`src/rtl/bcdadj_consts.svh`:
```
`ifndef BCDADJ_CONSTS_SVH
`define BCDADJ_CONSTS_SVH
`define BCDADJ_OPC_ADJ 16'h0007
`define BCDADJ_OPC_DEC_MASK 16'hFC00
`define BCDADJ_OPC_DEC_BITS 16'h0400
`define BCDADJ_DEST_BIT 9
`define BCDADJ_BANK_BIT 8
`define BCDADJ_NIB_LIMIT 4'h9
`define BCDADJ_NIB_FIX 4'h6
`define BCDADJ_ACCESS_BANK 4'h0
`define BCDADJ_W_RST 8'h00
`define BCDADJ_FLAGS_RST 5'h00
`endif

```
`src/rtl/bcdadj_pkg.sv`:
```
package bcdadj_pkg;
    typedef enum logic [1:0] {
        BCDADJ_Q1 = 2'b00,
        BCDADJ_Q2 = 2'b01,
        BCDADJ_Q3 = 2'b10,
        BCDADJ_Q4 = 2'b11
    } bcdadj_phase_e;
    typedef enum logic [1:0] {
        BCDADJ_OP_NONE = 2'b00,
        BCDADJ_OP_ADJ = 2'b01,
        BCDADJ_OP_DEC = 2'b10
    } bcdadj_op_e;
endpackage : bcdadj_pkg

```
`src/rtl/bcdadj_phase_gen.sv`:
```
`timescale 1ns/10ps
module bcdadj_phase_gen
    import bcdadj_pkg::*;
(
    input wire logic clk, // Core clock
    input wire logic arst_n, // Async reset, active low
    output bcdadj_pkg::bcdadj_phase_e phase // Current phase
);
    always_ff @(posedge clk or negedge arst_n) begin
        if (!arst_n) begin
            phase <= BCDADJ_Q1;
        end else begin
            case (phase)
                BCDADJ_Q1: phase <= BCDADJ_Q2;
                BCDADJ_Q2: phase <= BCDADJ_Q3;
                BCDADJ_Q3: phase <= BCDADJ_Q4;
                BCDADJ_Q4: phase <= BCDADJ_Q1;
                default: phase <= BCDADJ_Q1;
            endcase
        end
    end
endmodule : bcdadj_phase_gen

```
`src/rtl/bcdadj_unit.sv`:
```
// Functional notes
// - Low nibble above 9 or digit carry set adds 6 to it.
// - High nibble above 9 or carry set adds 6 to it.
// - Decimal adjust has no operands and fixes working register to BCD.
// - One instruction cycle: decode, read, compute, write working register or data byte.
// - Decimal adjust opcode is exactly 16'h0007.
// - Decrement subtracts one; dest bit 0 to working register, 1 to byte.
// - Decrement sets all five flags; decimal adjust changes carry only.
// - Bank bit 0 uses access bank; 1 uses the bank pointer register.
`timescale 1ns/10ps
`include "bcdadj_consts.svh"
module bcdadj_unit
    import bcdadj_pkg::*;
#(
    parameter int ADDR_W = 12 // Data memory address width
) (
    input wire logic clk, // Core clock, 40 MHz
    input wire logic arst_n, // Async reset, active low
    input wire logic [15:0] opcode, // Instruction word, held over the cycle
    input wire logic [3:0] bank_pointer_register, // Bank pointer value
    input wire logic [7:0] mem_rdata, // Data memory read data
    output logic [ADDR_W-1:0] mem_addr, // Data memory address
    output logic mem_we, // Data memory write strobe
    output logic [7:0] mem_wdata, // Data memory write data
    output logic [7:0] wreg, // Working register
    output logic carry_flag, // Carry / not-borrow
    output logic digit_carry_flag, // Digit carry / not-borrow
    output logic negative_flag, // Negative
    output logic signed_wrap_flag, // Signed overflow
    output logic zero_flag, // Zero
    output bcdadj_pkg::bcdadj_phase_e phase // Current phase
);
    import bcdadj_pkg::*;

    // Each phase keeps its own register, so no path spans more than one
    // step of the instruction. The cost is a few flops of staging, which
    // is small next to the timing margin it buys at the core clock.
    bcdadj_op_e op;
    logic [7:0] operand;
    logic [7:0] result;
    logic [4:0] res_flags;
    logic dest_byte;
    logic next_mem_we;
    logic [ADDR_W-1:0] next_mem_addr;
    logic [8:0] adj_fix;

    // A nibble needs the correction when it is no decimal digit, or when
    // the flag says the preceding addition already carried out of it.
    function automatic logic nib_fix(input logic [3:0] nib, input logic flag);
        nib_fix = (nib > `BCDADJ_NIB_LIMIT) || flag;
    endfunction : nib_fix

    // Only the exact adjust word is accepted. Every word outside the
    // decrement group, other than the adjust word, decodes to no operation and leaves the working register, flags and memory alone.
    function automatic bcdadj_op_e decode_op(input logic [15:0] word);
        if (word == `BCDADJ_OPC_ADJ) begin
            decode_op = BCDADJ_OP_ADJ;
        end else if ((word & `BCDADJ_OPC_DEC_MASK)
                     == `BCDADJ_OPC_DEC_BITS) begin
            decode_op = BCDADJ_OP_DEC;
        end else begin
            decode_op = BCDADJ_OP_NONE;
        end
    endfunction : decode_op

    // The low nibble's correction may carry into the high nibble. That
    // carry is folded in before the high nibble is tested, so a sum whose
    // low digit overflows still ends as a valid packed BCD value. Bit 8 of
    // the answer is the carry out of the high nibble.
    function automatic logic [8:0] adj_calc(input logic [7:0] val,
                                            input logic c_in,
                                            input logic dc_in);
        logic [4:0] lo;
        logic [4:0] hi;
        lo = {1'b0, val[3:0]};
        hi = {1'b0, val[7:4]};
        if (nib_fix(val[3:0], dc_in)) begin
            lo = lo + {1'b0, `BCDADJ_NIB_FIX};
        end
        hi = hi + {4'h0, lo[4]};
        // A high nibble that wrapped past 15 needs the correction as well.
        if (nib_fix(hi[3:0], c_in) || hi[4]) begin
            hi = hi + {1'b0, `BCDADJ_NIB_FIX};
        end
        adj_calc = {hi[4], hi[3:0], lo[3:0]};
    endfunction : adj_calc

    // One subtractor feeds both the staged result and the stored byte.
    function automatic logic [7:0] dec_value(input logic [7:0] val);
        dec_value = val - 8'h01;
    endfunction : dec_value

    // Flags of a decrement in the order C, DC, N, OV, Z. Carry and digit
    // carry read as not-borrow, so each drops only when a borrow occurs.
    // Signed wrap can only happen when the most negative value is reduced.
    function automatic logic [4:0] dec_flags(input logic [7:0] val);
        logic [7:0] res;
        res = dec_value(val);
        dec_flags = {val != 8'h00, val[3:0] != 4'h0, res[7],
                     val == 8'h80, res == 8'h00};
    endfunction : dec_flags

    bcdadj_phase_gen u_phase (
        .clk(clk),
        .arst_n(arst_n),
        .phase(phase)
    );

    // The address is formed for every word, decrement or not. Only the
    // decrement and the words that decode to no operation read it, and a shared path keeps the decode shallow.
    // The quick-access bank ignores the pointer, so code that never sets
    // the pointer still reaches its most used bytes.
    always_comb begin
        next_mem_addr = mem_addr;
        if (opcode[`BCDADJ_BANK_BIT]) begin
            next_mem_addr = ADDR_W'({bank_pointer_register, opcode[7:0]});
        end else begin
            next_mem_addr = ADDR_W'({`BCDADJ_ACCESS_BANK, opcode[7:0]});
        end
    end

    // Decode in the first phase.
    always_ff @(posedge clk or negedge arst_n) begin
        if (!arst_n) begin
            op <= BCDADJ_OP_NONE;
            dest_byte <= 1'b0;
            mem_addr <= '0;
        end else if (phase == BCDADJ_Q1) begin
            dest_byte <= opcode[`BCDADJ_DEST_BIT];
            mem_addr <= next_mem_addr;
            op <= decode_op(opcode);
        end
    end

    // Read the source in the second phase. The memory must answer for the
    // address registered at the decode edge within this one phase.
    always_ff @(posedge clk or negedge arst_n) begin
        if (!arst_n) begin
            operand <= 8'h00;
        end else if (phase == BCDADJ_Q2) begin
            if (op == BCDADJ_OP_ADJ) begin
                operand <= wreg;
            end else begin
                operand <= mem_rdata;
            end
        end
    end

    // The adjust answer is formed from the operand latched in the read
    // phase and from the flags as the previous instruction left them.
    always_comb begin
        adj_fix = adj_calc(operand, carry_flag,
                           digit_carry_flag);
    end

    // Compute in the third phase; flags are staged as C, DC, N, OV, Z.
    always_ff @(posedge clk or negedge arst_n) begin
        if (!arst_n) begin
            result <= 8'h00;
            res_flags <= `BCDADJ_FLAGS_RST;
        end else if (phase == BCDADJ_Q3) begin
            if (op == BCDADJ_OP_ADJ) begin
                result <= adj_fix[7:0];
                // Carry is only ever set here, so a BCD carry chain over
                // several bytes is not broken by a byte without overflow.
                res_flags <= {adj_fix[8] | carry_flag, 4'h0};
            end else begin
                result <= dec_value(operand);
                res_flags <= dec_flags(operand);
            end
        end
    end

    always_comb begin
        next_mem_we = (phase == BCDADJ_Q3) && (op == BCDADJ_OP_DEC)
                      && dest_byte;
    end

    // Write back in the fourth phase. The strobe is registered from the
    // compute phase, so it is a clean one-cycle pulse inside the last
    // phase and never glitches while the phase counter changes.
    always_ff @(posedge clk or negedge arst_n) begin
        if (!arst_n) begin
            mem_we <= 1'b0;
            mem_wdata <= 8'h00;
        end else begin
            mem_we <= next_mem_we;
            if (phase == BCDADJ_Q3 && op == BCDADJ_OP_DEC) begin
                mem_wdata <= dec_value(operand);
            end
        end
    end

    // The working register changes only at the end of an instruction, so
    // a following adjust always reads the value this one settled.
    always_ff @(posedge clk or negedge arst_n) begin
        if (!arst_n) begin
            wreg <= `BCDADJ_W_RST;
        end else if (phase == BCDADJ_Q4) begin
            if (op == BCDADJ_OP_ADJ) begin
                wreg <= result;
            end else if (op == BCDADJ_OP_DEC && !dest_byte) begin
                wreg <= result;
            end
        end
    end

    // Status flags move together at the last phase. An unknown word
    // leaves them as they were, like the working register and memory.
    always_ff @(posedge clk or negedge arst_n) begin
        if (!arst_n) begin
            {carry_flag, digit_carry_flag, negative_flag,
             signed_wrap_flag, zero_flag} <= `BCDADJ_FLAGS_RST;
        end else if (phase == BCDADJ_Q4) begin
            if (op == BCDADJ_OP_ADJ) begin
                carry_flag <= res_flags[4];
            end else if (op == BCDADJ_OP_DEC) begin
                {carry_flag, digit_carry_flag, negative_flag,
                 signed_wrap_flag, zero_flag} <= res_flags;
            end
        end
    end
endmodule : bcdadj_unit

```
`config.mk`:
```
export PLATFORM = sky130hd
export DESIGN_NAME = bcdadj_unit
export DESIGN_NICKNAME = d
export VERILOG_FILES = /design/src/rtl/bcdadj_pkg.sv /design/src/rtl/bcdadj_phase_gen.sv /design/src/rtl/bcdadj_unit.sv
export VERILOG_INCLUDE_DIRS = /design/src /design/src/rtl
export SDC_FILE = /design/constraint.sdc
export NUM_CORES = 1
export LEC_CHECK = 0
export BUFFER_PORTS_ARGS = -buffer_cell sky130_fd_sc_hd__buf_2
export CELL_PAD_IN_SITES_DETAIL_PLACEMENT = 1
export CELL_PAD_IN_SITES_GLOBAL_PLACEMENT = 2
export CORE_ASPECT_RATIO = 0.7
export CORE_MARGIN = 3
export CORE_UTILIZATION = 34
export DETAILED_ROUTE_END_ITERATION = 7
export GPL_TIMING_DRIVEN = 0
export PLACE_DENSITY = 0.8
export SETUP_SLACK_MARGIN = 0.5
export SLEW_MARGIN = 5
export SYNTH_ARGS = -nofsm -noshare
export SYNTH_HDL_FRONTEND = slang
export SYNTH_SLANG_ARGS = --single-unit
```
`constraint.sdc`:
```
create_clock -name clk -period 3.5 [get_ports clk]
set_input_delay 0.175 -clock clk [delete_from_list [all_inputs] [get_ports clk]]
set_output_delay 0.175 -clock clk [all_outputs]
set_load 0.02 [all_outputs]
```
# Word-level counts from Yosys, hierarchy flattened
# Index checks and enable logic that the tools add are counted.
# totals
out_inout_bits	36
ff_bits	60
elab_cells	60
inputBits	30
# classes
magnitude_cmp	2
n_addsub	4
muxes	13
eq_ne	8
reduce_logical	16
bitwise	2
# ops
operator	count
2-to-1 mux 8 bit	4
== test 16 x 3 -> 1 bit (second input constant)	1
2-to-1 mux 5 bit	3
2-to-1 mux 12 bit	1
== test 8 bit (second input constant)	1
greater-than comparator 4 bit (second input constant)	2
logical NOT 8 bit	1
one-hot mux 2 bit (4 select lines)	1
nonzero test 8 bit	1
subtractor 8 x 1 -> 8 bit (second input constant)	1
== test 2 bit (second input constant)	3
== test 6 x 1 -> 1 bit (second input constant)	1
adder 4 x 1 -> 5 bit	1
adder 4 x 3 -> 5 bit (second input constant)	1
adder 5 x 3 -> 5 bit (second input constant)	1
== test 2 x 1 -> 1 bit (second input constant)	2
2-to-1 mux 2 bit	2
AND reduction 2 bit	2
nonzero test 2 bit	2
nonzero test 4 bit	1
logical AND 1 bit	3
logical OR 1 bit	3
AND reduction 3 bit	1
logical NOT 2 bit	1
4 further kinds	5

# Depth between registers and ports, before layout
# Gate-level depths: netlist (run 1).
# depth
word_depth	10
ltp_mapped	14
ltp_nobuf	13

# By module
# A second synthesis (run 1) with hierarchy kept.
# unflattened
hier_cells	318
hier_area_um2	3056.7
# by_module_without_submodules
mod	seq_area_each_um2	area_each_um2	cells_each	instances
bcdadj_unit	1451.4	2967.8	311	1
bcdadj_phase_gen	50.0	88.8	7	1

# Worst setup path after synthesis (run 1)
# No wires, ideal clock.
# synth_timing
path_kind	reg-to-reg
startpoint	register operand[1]
endpoint	register result[7]
setup_ns	0.124
required_ns	3.376
t_arrival_ns	2.394
slack_ns	0.983
n_path_buf	1
synth_period_minus_slack_ns	2.517
path_stages_with_launch	15
cell_sequence	dfrtp_1 -> inv_1 -> ha_1 -> o21bai_1 -> a21oi_1 -> nor2_1 -> ha_1 -> ha_1 -> buf_2 -> xnor2_1 -> ha_1 -> xor2_1 -> xnor2_1 -> a21oi_1 -> o21bai_1
# synth_via
elab_chain_len	9
word_cells_on_any_way	12
classes_between	add/sub: 4; order compare: 2; mux: 3; reduce/logical: 3
# synth_rtl
item	line_no	text
from (decl)	bcdadj_unit.sv:39	logic [7:0] operand;
from (signal assigned)	bcdadj_unit.sv:142	operand <= wreg;
from (signal assigned)	bcdadj_unit.sv:144	operand <= mem_rdata;
greater-than comparator 4 bit (no source line)	--	
logical OR 1 bit	bcdadj_unit.sv:50	nib_fix = (nib > `BCDADJ_NIB_LIMIT) || flag;
2-to-1 mux 5 bit	bcdadj_unit.sv:77	if (nib_fix(val[3:0], dc_in)) begin
adder 4 x 1 -> 5 bit	bcdadj_unit.sv:80	hi = hi + {4'h0, lo[4]};
greater-than comparator 4 bit (no source line)	--	
logical OR 1 bit	bcdadj_unit.sv:50	
logical OR 1 bit	bcdadj_unit.sv:82	if (nib_fix(hi[3:0], c_in) || hi[4]) begin
2-to-1 mux 5 bit	bcdadj_unit.sv:82	
2-to-1 mux 8 bit *	bcdadj_unit.sv:162	if (op == BCDADJ_OP_ADJ) begin
to (signal assigned)	bcdadj_unit.sv:163	result <= adj_fix[7:0];
to (signal assigned)	bcdadj_unit.sv:168	result <= dec_value(operand);
to (decl)	bcdadj_unit.sv:40	logic [7:0] result;
# Every way passes the cells marked *; elsewhere a longest branch is shown, timed or not.
# A chain may end at the register's enable or synchronous reset.

# Final worst setup path (run 1)
# Ends and elaborated chain as after synthesis.

==> results.sh, run 1 <==
export IMPL_result_of_the_run="finished, final reports clean"
export IMPL_regToRegStartpoint="operand[1]$_DFFE_PN0N_"
export IMPL_postCtsSetupBuffers=0
export IMPL_syn_inst=286
export IMPL_cell_depth_of_the_worst_hold_path=3
export IMPL_yosys_area_top_type="dfrtp_1"
export IMPL_total_leakage_power_nw=1.796
export IMPL_clock_slew_at_the_register_clock_pins_of_the_worst_setup_and_hold_paths_ps=50
export IMPL_wl_per_cell_um=15.98
export IMPL_critPathRequiredTime_ps=3700
export IMPL_switchingPower_uw=437.2
export IMPL_number_of_placement_rows=28
export IMPL_cts_made_buffers=9
export IMPL_total_drc_errors_in_the_routed_layout=0
export IMPL_first_pass_grt_wire_length_mm=12.97
export IMPL_drt_iter0_drc=102
export IMPL_cts_root_buffer_cell="clkbuf_16"
export IMPL_synth_yosys_seq_area_share_pct=49.81
export IMPL_timing_final_crit_share_pct=77.03
export IMPL_placed_area_mm2=0.003492
export IMPL_post_dp_hpwl_mm=5.863
export IMPL_combinational_share_of_power_pct=10.7
export IMPL_worstPathArrival_ps=2900
export IMPL_clock_insertion_delay_worst_skew_ps=330
export IMPL_dpl_worst_slack_ps=653.4
export IMPL_grt_util_all_layers_pct=16.70
export IMPL_maxSlewHeadroom_pct=47.19
export IMPL_synth_cells_most_frequent="dfrtp_1, o21ai_0, inv_1, mux2_2, nand2_1"
export IMPL_finish_instance_area_mm2=0.003781
export IMPL_yosysWarningCount=0
export IMPL_setup_viol_count_final=0
export IMPL_holdPathEnd="mem_addr[9]$_DFFE_PN0N_"
export IMPL_largest_net_degree_at_the_start_of_global_routing=61
export IMPL_start_kind="register"
export IMPL_syn_to_final_growth_pct=25.45
export IMPL_route_final_wire_length_mm=7.800
export IMPL_diodes=0
export IMPL_synth_seq_cells=60
export IMPL_critical_path_peak_fanout=9
export IMPL_fillCellCount=1003
export IMPL_yosys_cell_types_count=42
export IMPL_timing_hold_violations_final=0
export IMPL_num_vias=2393
export IMPL_die_area_mm2=0.01005
export IMPL_synth_area_per_cell_um2=10.54
export IMPL_dp_cells=471
export IMPL_clockPowerShare_pct=45.8
export IMPL_power_share_switching_pct=25.17
export IMPL_drv_max_cap_violation_count=0
export IMPL_worst_r2r_endpoint="result[7]$_DFFE_PN0P_"
export IMPL_dominantRegCellSynth="dfrtp_1"
export IMPL_netlist_area_mm2=0.003014
export IMPL_die_width_um=118.5
export IMPL_grt_overflow_total=0
export IMPL_max_slew_worst_pin_slew_ps=792.2
export IMPL_place_congestion=0.7699
export IMPL_postLayoutSetupSlackWorst_ps=804.1
export IMPL_timing_hold_worst_class="input port to register"
export IMPL_yosys_area_top_type_share_pct=49.81
export IMPL_timing_setup_critical_path_class="register to register"
export IMPL_placement_io_buffers=65
export IMPL_share_of_final_layout_standard_cells_stronger_than_drive_strength_1_pct=32.07
export IMPL_rsz_0062_raised_after_global_routing="no"
export IMPL_timing_hold_worst_start="bank_pointer_register[1]"
export IMPL_ff2ff_path_depth=14
export IMPL_r2r_setup_slack_ps=800
export IMPL_drt_vias_per_instance=4.904
export IMPL_syn_nets=331
export IMPL_pwr_density_cell_mw_per_mm2=459.3
export IMPL_ir_drop_v=0.0002566
export IMPL_cts_tree="built"
export IMPL_detail_route_first_pass_iterations=4
export IMPL_grt_antenna_before_repair=0
export IMPL_crit_path_end_kind="register"
export IMPL_post_route_util_pct=44.23
export IMPL_finish_net_count=408
export IMPL_placeableCoreArea_mm2=0.008548
export IMPL_antenna_violating_nets_post_route=0
export IMPL_synth_enable_flop_cells=0
export IMPL_io_pin_count=66
export IMPL_die_height_um=84.78
export IMPL_cellInternalPower_mw=1.300
export IMPL_fin_crit_ps=2696
export IMPL_cts_path_max_buffers=2
export IMPL_async_flop_share_pct=100.0
export IMPL_final_max_slew_viol_count=0
export IMPL_final_setup_skew_ps=4.885
export IMPL_first_global_vias=2482
export IMPL_synthMostInstantiatedCell="dfrtp_1"
export IMPL_instances_no_fill=488
export IMPL_cts_htree_levels=3
export IMPL_power_frac_seq_pct=43.5
export IMPL_max_freq_mhz=370.9
export IMPL_cts_sink_count=60
export IMPL_start_util_pct=35.26
export IMPL_synth_area_top_cells="dfrtp_1, mux2_2, ha_1"
export IMPL_setup_tns_final_ps=0
export IMPL_hold_slack_ps=86.00
export IMPL_pwr_total_mw=1.737
==> kinds of logic after synthesis <==
group,synth area share [%]
fa+ha+maj,6.227
mux,11.50
xor+xnor,3.197
flops,49.81
simple gates,12.33
buf+inv,4.774
compound gates,12.16
==> final cells by class <==
cell class	count	area, um2	area share (%)
well taps	120	150.1	3.971
inverters	21	78.83	2.085
flip-flops and latches	60	1503	39.74
repair buffers	66	337.8	8.934
clock buffers	12	246.5	6.519
clock inverters	4	25.02	0.6618
plain buffers	14	65.06	1.721
multi-input cells	191	1375	36.37
==> per-layer routing <==
layer / GRT usage [%] / share of wire [%]
met4: 5.047 / 1.3
met3: 5.859 / 6.1
met1: 23.27 / 50
met2: 24.54 / 43
met5: 0 / 0
==> timing repair <==
item	4_1_cts	5_1_grt
hold buffers	1	0
endpoints found under the hold margin	60	0
resized for setup	0	4
endpoints found under the setup margin	0	2
==> power groups by stage <==
stage / registers [mW] / logic [mW] / clock network [mW]
global placement: 0.765 / 0.183 / 0
floorplan: 0.785 / 0.0846 / 0
global route: 0.760 / 0.210 / 0.862
detailed placement: 0.766 / 0.187 / 0
CTS: 0.755 / 0.189 / 0.824
finish: 0.755 / 0.186 / 0.796
==> registers in the layout (all words and copies together), names as in the netlist <==
name              flops
dest_byte             1
mem_wdata             8
op                    2
u_phase.phase         2
res_flags             5
carry_flag            1
result                8
mem_addr             12
zero_flag             1
digit_carry_flag      1
operand               8
signed_wrap_flag      1
negative_flag         1
wreg                  8
mem_we                1
==> cell usage in the layout (no fill, tap or decap), types with 3 or more instances in the layout <==
master,n
dfrtp_1,59
o21bai_1,3
nand2_1,21
nor3b_1,4
nand2b_1,4
o22ai_1,8
a21oi_1,14
clkbuf_16,9
inv_1,20
mux2_2,21
o21ai_0,24
clkbuf_1,7
nor2_1,18
ha_1,14
xnor2_1,8
xor2_1,3
buf_2,71
nand3_1,10
mux2i_1,11
==> worst max-delay path, stage by stage (launching register included) <==
cell and delay [ps]:
dfrtp_1 410, inv_2 120, ha_2 240, o21bai_1 100, a21oi_2 190, nor2_1 70, ha_1 220, ha_1 180
buf_2 170, xnor2_1 140, ha_1 220, xor2_1 160, xnor2_1 130, a21oi_1 120, o21bai_1 90
==> worst max path at each step <==
stage / from / cells after the start / to
global placement: operand[1]$_DFFE_PN0N_ / 14 / result[7]$_DFFE_PN0P_
finish: operand[1]$_DFFE_PN0N_ / 14 / result[7]$_DFFE_PN0P_
floorplan: operand[1]$_DFFE_PN0N_ / 14 / result[7]$_DFFE_PN0P_
CTS: operand[1]$_DFFE_PN0N_ / 14 / result[7]$_DFFE_PN0P_
global route: operand[1]$_DFFE_PN0N_ / 14 / result[7]$_DFFE_PN0P_
detailed placement: operand[1]$_DFFE_PN0N_ / 14 / result[7]$_DFFE_PN0P_
Note: power is estimated with default switching activity, not from simulation.
==> inputs of run 2 (changes only) <==
- CORE_UTILIZATION: 34 -> 31
- PLACE_DENSITY: 0.8 -> 0.77
- clock period: 3.5 -> 2.25 ns (I/O delays scaled with it)
==> run 2 against run 1 <==
Compared with the run above: the run now ends with setup timing left; clock skew up 4.0 ps; maximum frequency increased by 10%; critical endpoint is now res_flags[4]$_DFFE_PN0P_; routed wire length rose by 14%; final area is 12% higher; critical path depth stayed put; highest routed layer unchanged; critical path type unchanged.
==> results.sh, run 2 (same netlist as run 1, synthesis figures left out) <==
export IMPL_grt_antenna_before_repair=0
export IMPL_max_freq_mhz=409.2
export IMPL_cts_htree_levels=3
export IMPL_grt_use_met1_pct=25.25
export IMPL_drt_iter0_drc=92
export IMPL_instances_no_fill=513
export IMPL_number_of_placement_rows=29
export IMPL_cell_depth_of_the_worst_hold_path=3
export IMPL_largest_net_degree_at_the_start_of_global_routing=61
export IMPL_first_pass_grt_wire_length_mm=14.49
export IMPL_cp_slowest_cell="dfrtp_1"
export IMPL_timing_setup_critical_path_class="register to register"
export IMPL_drv_max_cap_violation_count=0
export IMPL_result_of_the_run="finished with violations"
export IMPL_regToRegStartpoint="operand[1]$_DFFE_PN0N_"
export IMPL_antenna_violating_nets_post_route=0
export IMPL_share_of_final_layout_standard_cells_stronger_than_drive_strength_1_pct=43.44
export IMPL_maxSlewHeadroom_pct=47.04
export IMPL_power_share_switching_pct=23.80
export IMPL_global_route_usage_met3_pct=5.879
export IMPL_total_drc_errors_in_the_routed_layout=0
export IMPL_wl_per_cell_um=17.27
export IMPL_switchingPower_uw=729.6
export IMPL_cts_root_buffer_cell="clkbuf_16"
export IMPL_cts_sink_count=60
export IMPL_clock_slew_at_the_register_clock_pins_of_the_worst_setup_and_hold_paths_ps=50
export IMPL_path_cells="inv_4 -> ha_4 -> o21bai_4 -> a21oi_2 -> nor2_1 -> ha_2 -> ha_4 -> buf_6 -> buf_4 -> or2_4 -> a21oi_4 -> a211oi_2 -> nor3b_1 -> o22ai_1"
export IMPL_die_width_um=123.9
export IMPL_timing_final_crit_share_pct=108.6
export IMPL_holdPathEnd="mem_addr[8]$_DFFE_PN0N_"
export IMPL_final_max_slew_viol_count=0
export IMPL_rsz_0062_raised_after_global_routing="yes"
export IMPL_final_setup_skew_ps=8.876
export IMPL_cts_path_max_buffers=2
export IMPL_critPathRequiredTime_ps=2440
export IMPL_cts_made_buffers=9
export IMPL_first_global_vias=2685
export IMPL_placement_io_buffers=65
export IMPL_cp_common_cell="ha_4"
export IMPL_io_pin_count=66
export IMPL_clock_insertion_delay_worst_skew_ps=330
export IMPL_total_leakage_power_nw=1.977
export IMPL_place_congestion=0.8329
export IMPL_ff2ff_path_depth=14
export IMPL_post_route_util_pct=45.73
export IMPL_cellInternalPower_mw=2.336
export IMPL_combinational_share_of_power_pct=12.3
export IMPL_pwr_density_cell_mw_per_mm2=724.5
export IMPL_crit_path_end_kind="register"
export IMPL_dp_cells=475
export IMPL_num_vias=2455
export IMPL_hold_slack_ps=14.04
export IMPL_finish_net_count=429
export IMPL_fin_crit_ps=2444
export IMPL_largest_register_ffs=12
export IMPL_timing_hold_violations_final=0
export IMPL_cts_tree="built"
export IMPL_route_final_wire_length_mm=8.859
export IMPL_detail_route_first_pass_iterations=4
export IMPL_worst_r2r_endpoint="res_flags[4]$_DFFE_PN0P_"
export IMPL_postLayoutSetupSlackWorst_ps=-193.8
export IMPL_syn_to_final_growth_pct=40.39
export IMPL_grt_overflow_total=0
export IMPL_clockPowerShare_pct=49.3
export IMPL_dpl_worst_slack_ps=-365.1
export IMPL_die_height_um=88.50
export IMPL_worstPathArrival_ps=2630
export IMPL_r2r_setup_slack_ps=-190
export IMPL_drt_vias_per_instance=4.786
export IMPL_die_area_mm2=0.01096
export IMPL_timing_hold_worst_class="input port to register"
export IMPL_mostFrequentLayoutCell="buf_2"
export IMPL_diodes=0
export IMPL_timing_hold_worst_start="bank_pointer_register[0]"
export IMPL_start_util_pct=32.58
export IMPL_critical_path_peak_fanout=4
export IMPL_power_frac_seq_pct=38.4
export IMPL_grt_busiest_layer="met2"
export IMPL_post_dp_hpwl_mm=6.160
export IMPL_use_met2_pct=25.60
export IMPL_largest_register="mem_addr"
export IMPL_ir_drop_v=0.0004196
export IMPL_failed_checks="setup timing"
export IMPL_start_kind="register"
export IMPL_slowest_delay_ps=410
export IMPL_mostFrequentLayoutCells="buf_2, dfrtp_1, buf_4"
export IMPL_placeableCoreArea_mm2=0.009253
export IMPL_max_slew_worst_pin_slew_ps=794.3
export IMPL_grt_util_all_layers_pct=17.77
export IMPL_setup_viol_count_final=4
-- run 2: worst max-delay path, delay by kind of cell, from the launching register on --
family	cells	cell delay (ps)
fa+ha+maj	3	490
flops	1	410
compound gates	5	520
simple gates	3	510
buf+inv	3	360
-- run 2: worst max path at each step --
stage	slack, ps	depth (start not counted)	start	endpoint
after floorplan	-40	14	operand[1]$_DFFE_PN0N_	result[7]$_DFFE_PN0P_
after global placement	-320	14	operand[0]$_DFFE_PN0N_	result[7]$_DFFE_PN0P_
after detailed placement	-370	14	operand[1]$_DFFE_PN0N_	result[7]$_DFFE_PN0P_
after CTS	-220	14	operand[1]$_DFFE_PN0N_	result[7]$_DFFE_PN0P_
after global routing	-330	14	operand[0]$_DFFE_PN0N_	res_flags[4]$_DFFE_PN0P_
final	-190	14	operand[1]$_DFFE_PN0N_	res_flags[4]$_DFFE_PN0P_
-- run 2: power by group through the flow --
stage          clock network (mW)  logic [mW]  registers (mW)
6_report                     1.51       0.377            1.18
5_1_grt                      1.61       0.417            1.18
4_1_cts                      1.56       0.353            1.18
3_5_place_dp                    0       0.308            1.20
3_3_place_gp                    0       0.302            1.19
2_1_floorplan                   0       0.143            1.22
-- run 2: what timing repair did --
item / in CTS / in global routing
resized for setup: 24 / 20
pin swaps: 17 / 9
hold endpoints to repair: 60 / 0
setup buffers: 15 / 6
hold buffers: 1 / 0
setup endpoints to repair: 20 / 32
-- run 2: area by class of cell --
cell class / instances / area [um2]
tap: 124 / 155.1
timing repair buffer: 87 / 499.2
inverter: 21 / 81.33
clock inverter: 3 / 68.82
sequential: 60 / 1504
fill: 1057 / 5021
buffer: 14 / 85.08
clock buffer: 13 / 260.3
multi-input combinational: 191 / 1578
-- run 2: routing by layer --
metal	share of wire, %	up-vias	routed length (um)
li1	-	1193	-
met1	51	1194	4526
met2	43	62	3766
met3	5.5	6	487
met4	0.88	0	78
met5	0	-	0
-- run 2: metrics by stage --
| step | setup TNS (ps) | area, um2 | power, mW |
|---|---|---|---|
| finish | -679.8 | 4232 | 3.066 |
| floorplan | -39.48 | 3082 | 1.365 |
| global placement | -913.5 | 3562 | 1.493 |
| global route | -1237 | 4232 | 3.214 |
| CTS | -690.1 | 4123 | 3.087 |
| detailed placement | -1064 | 3565 | 1.504 |
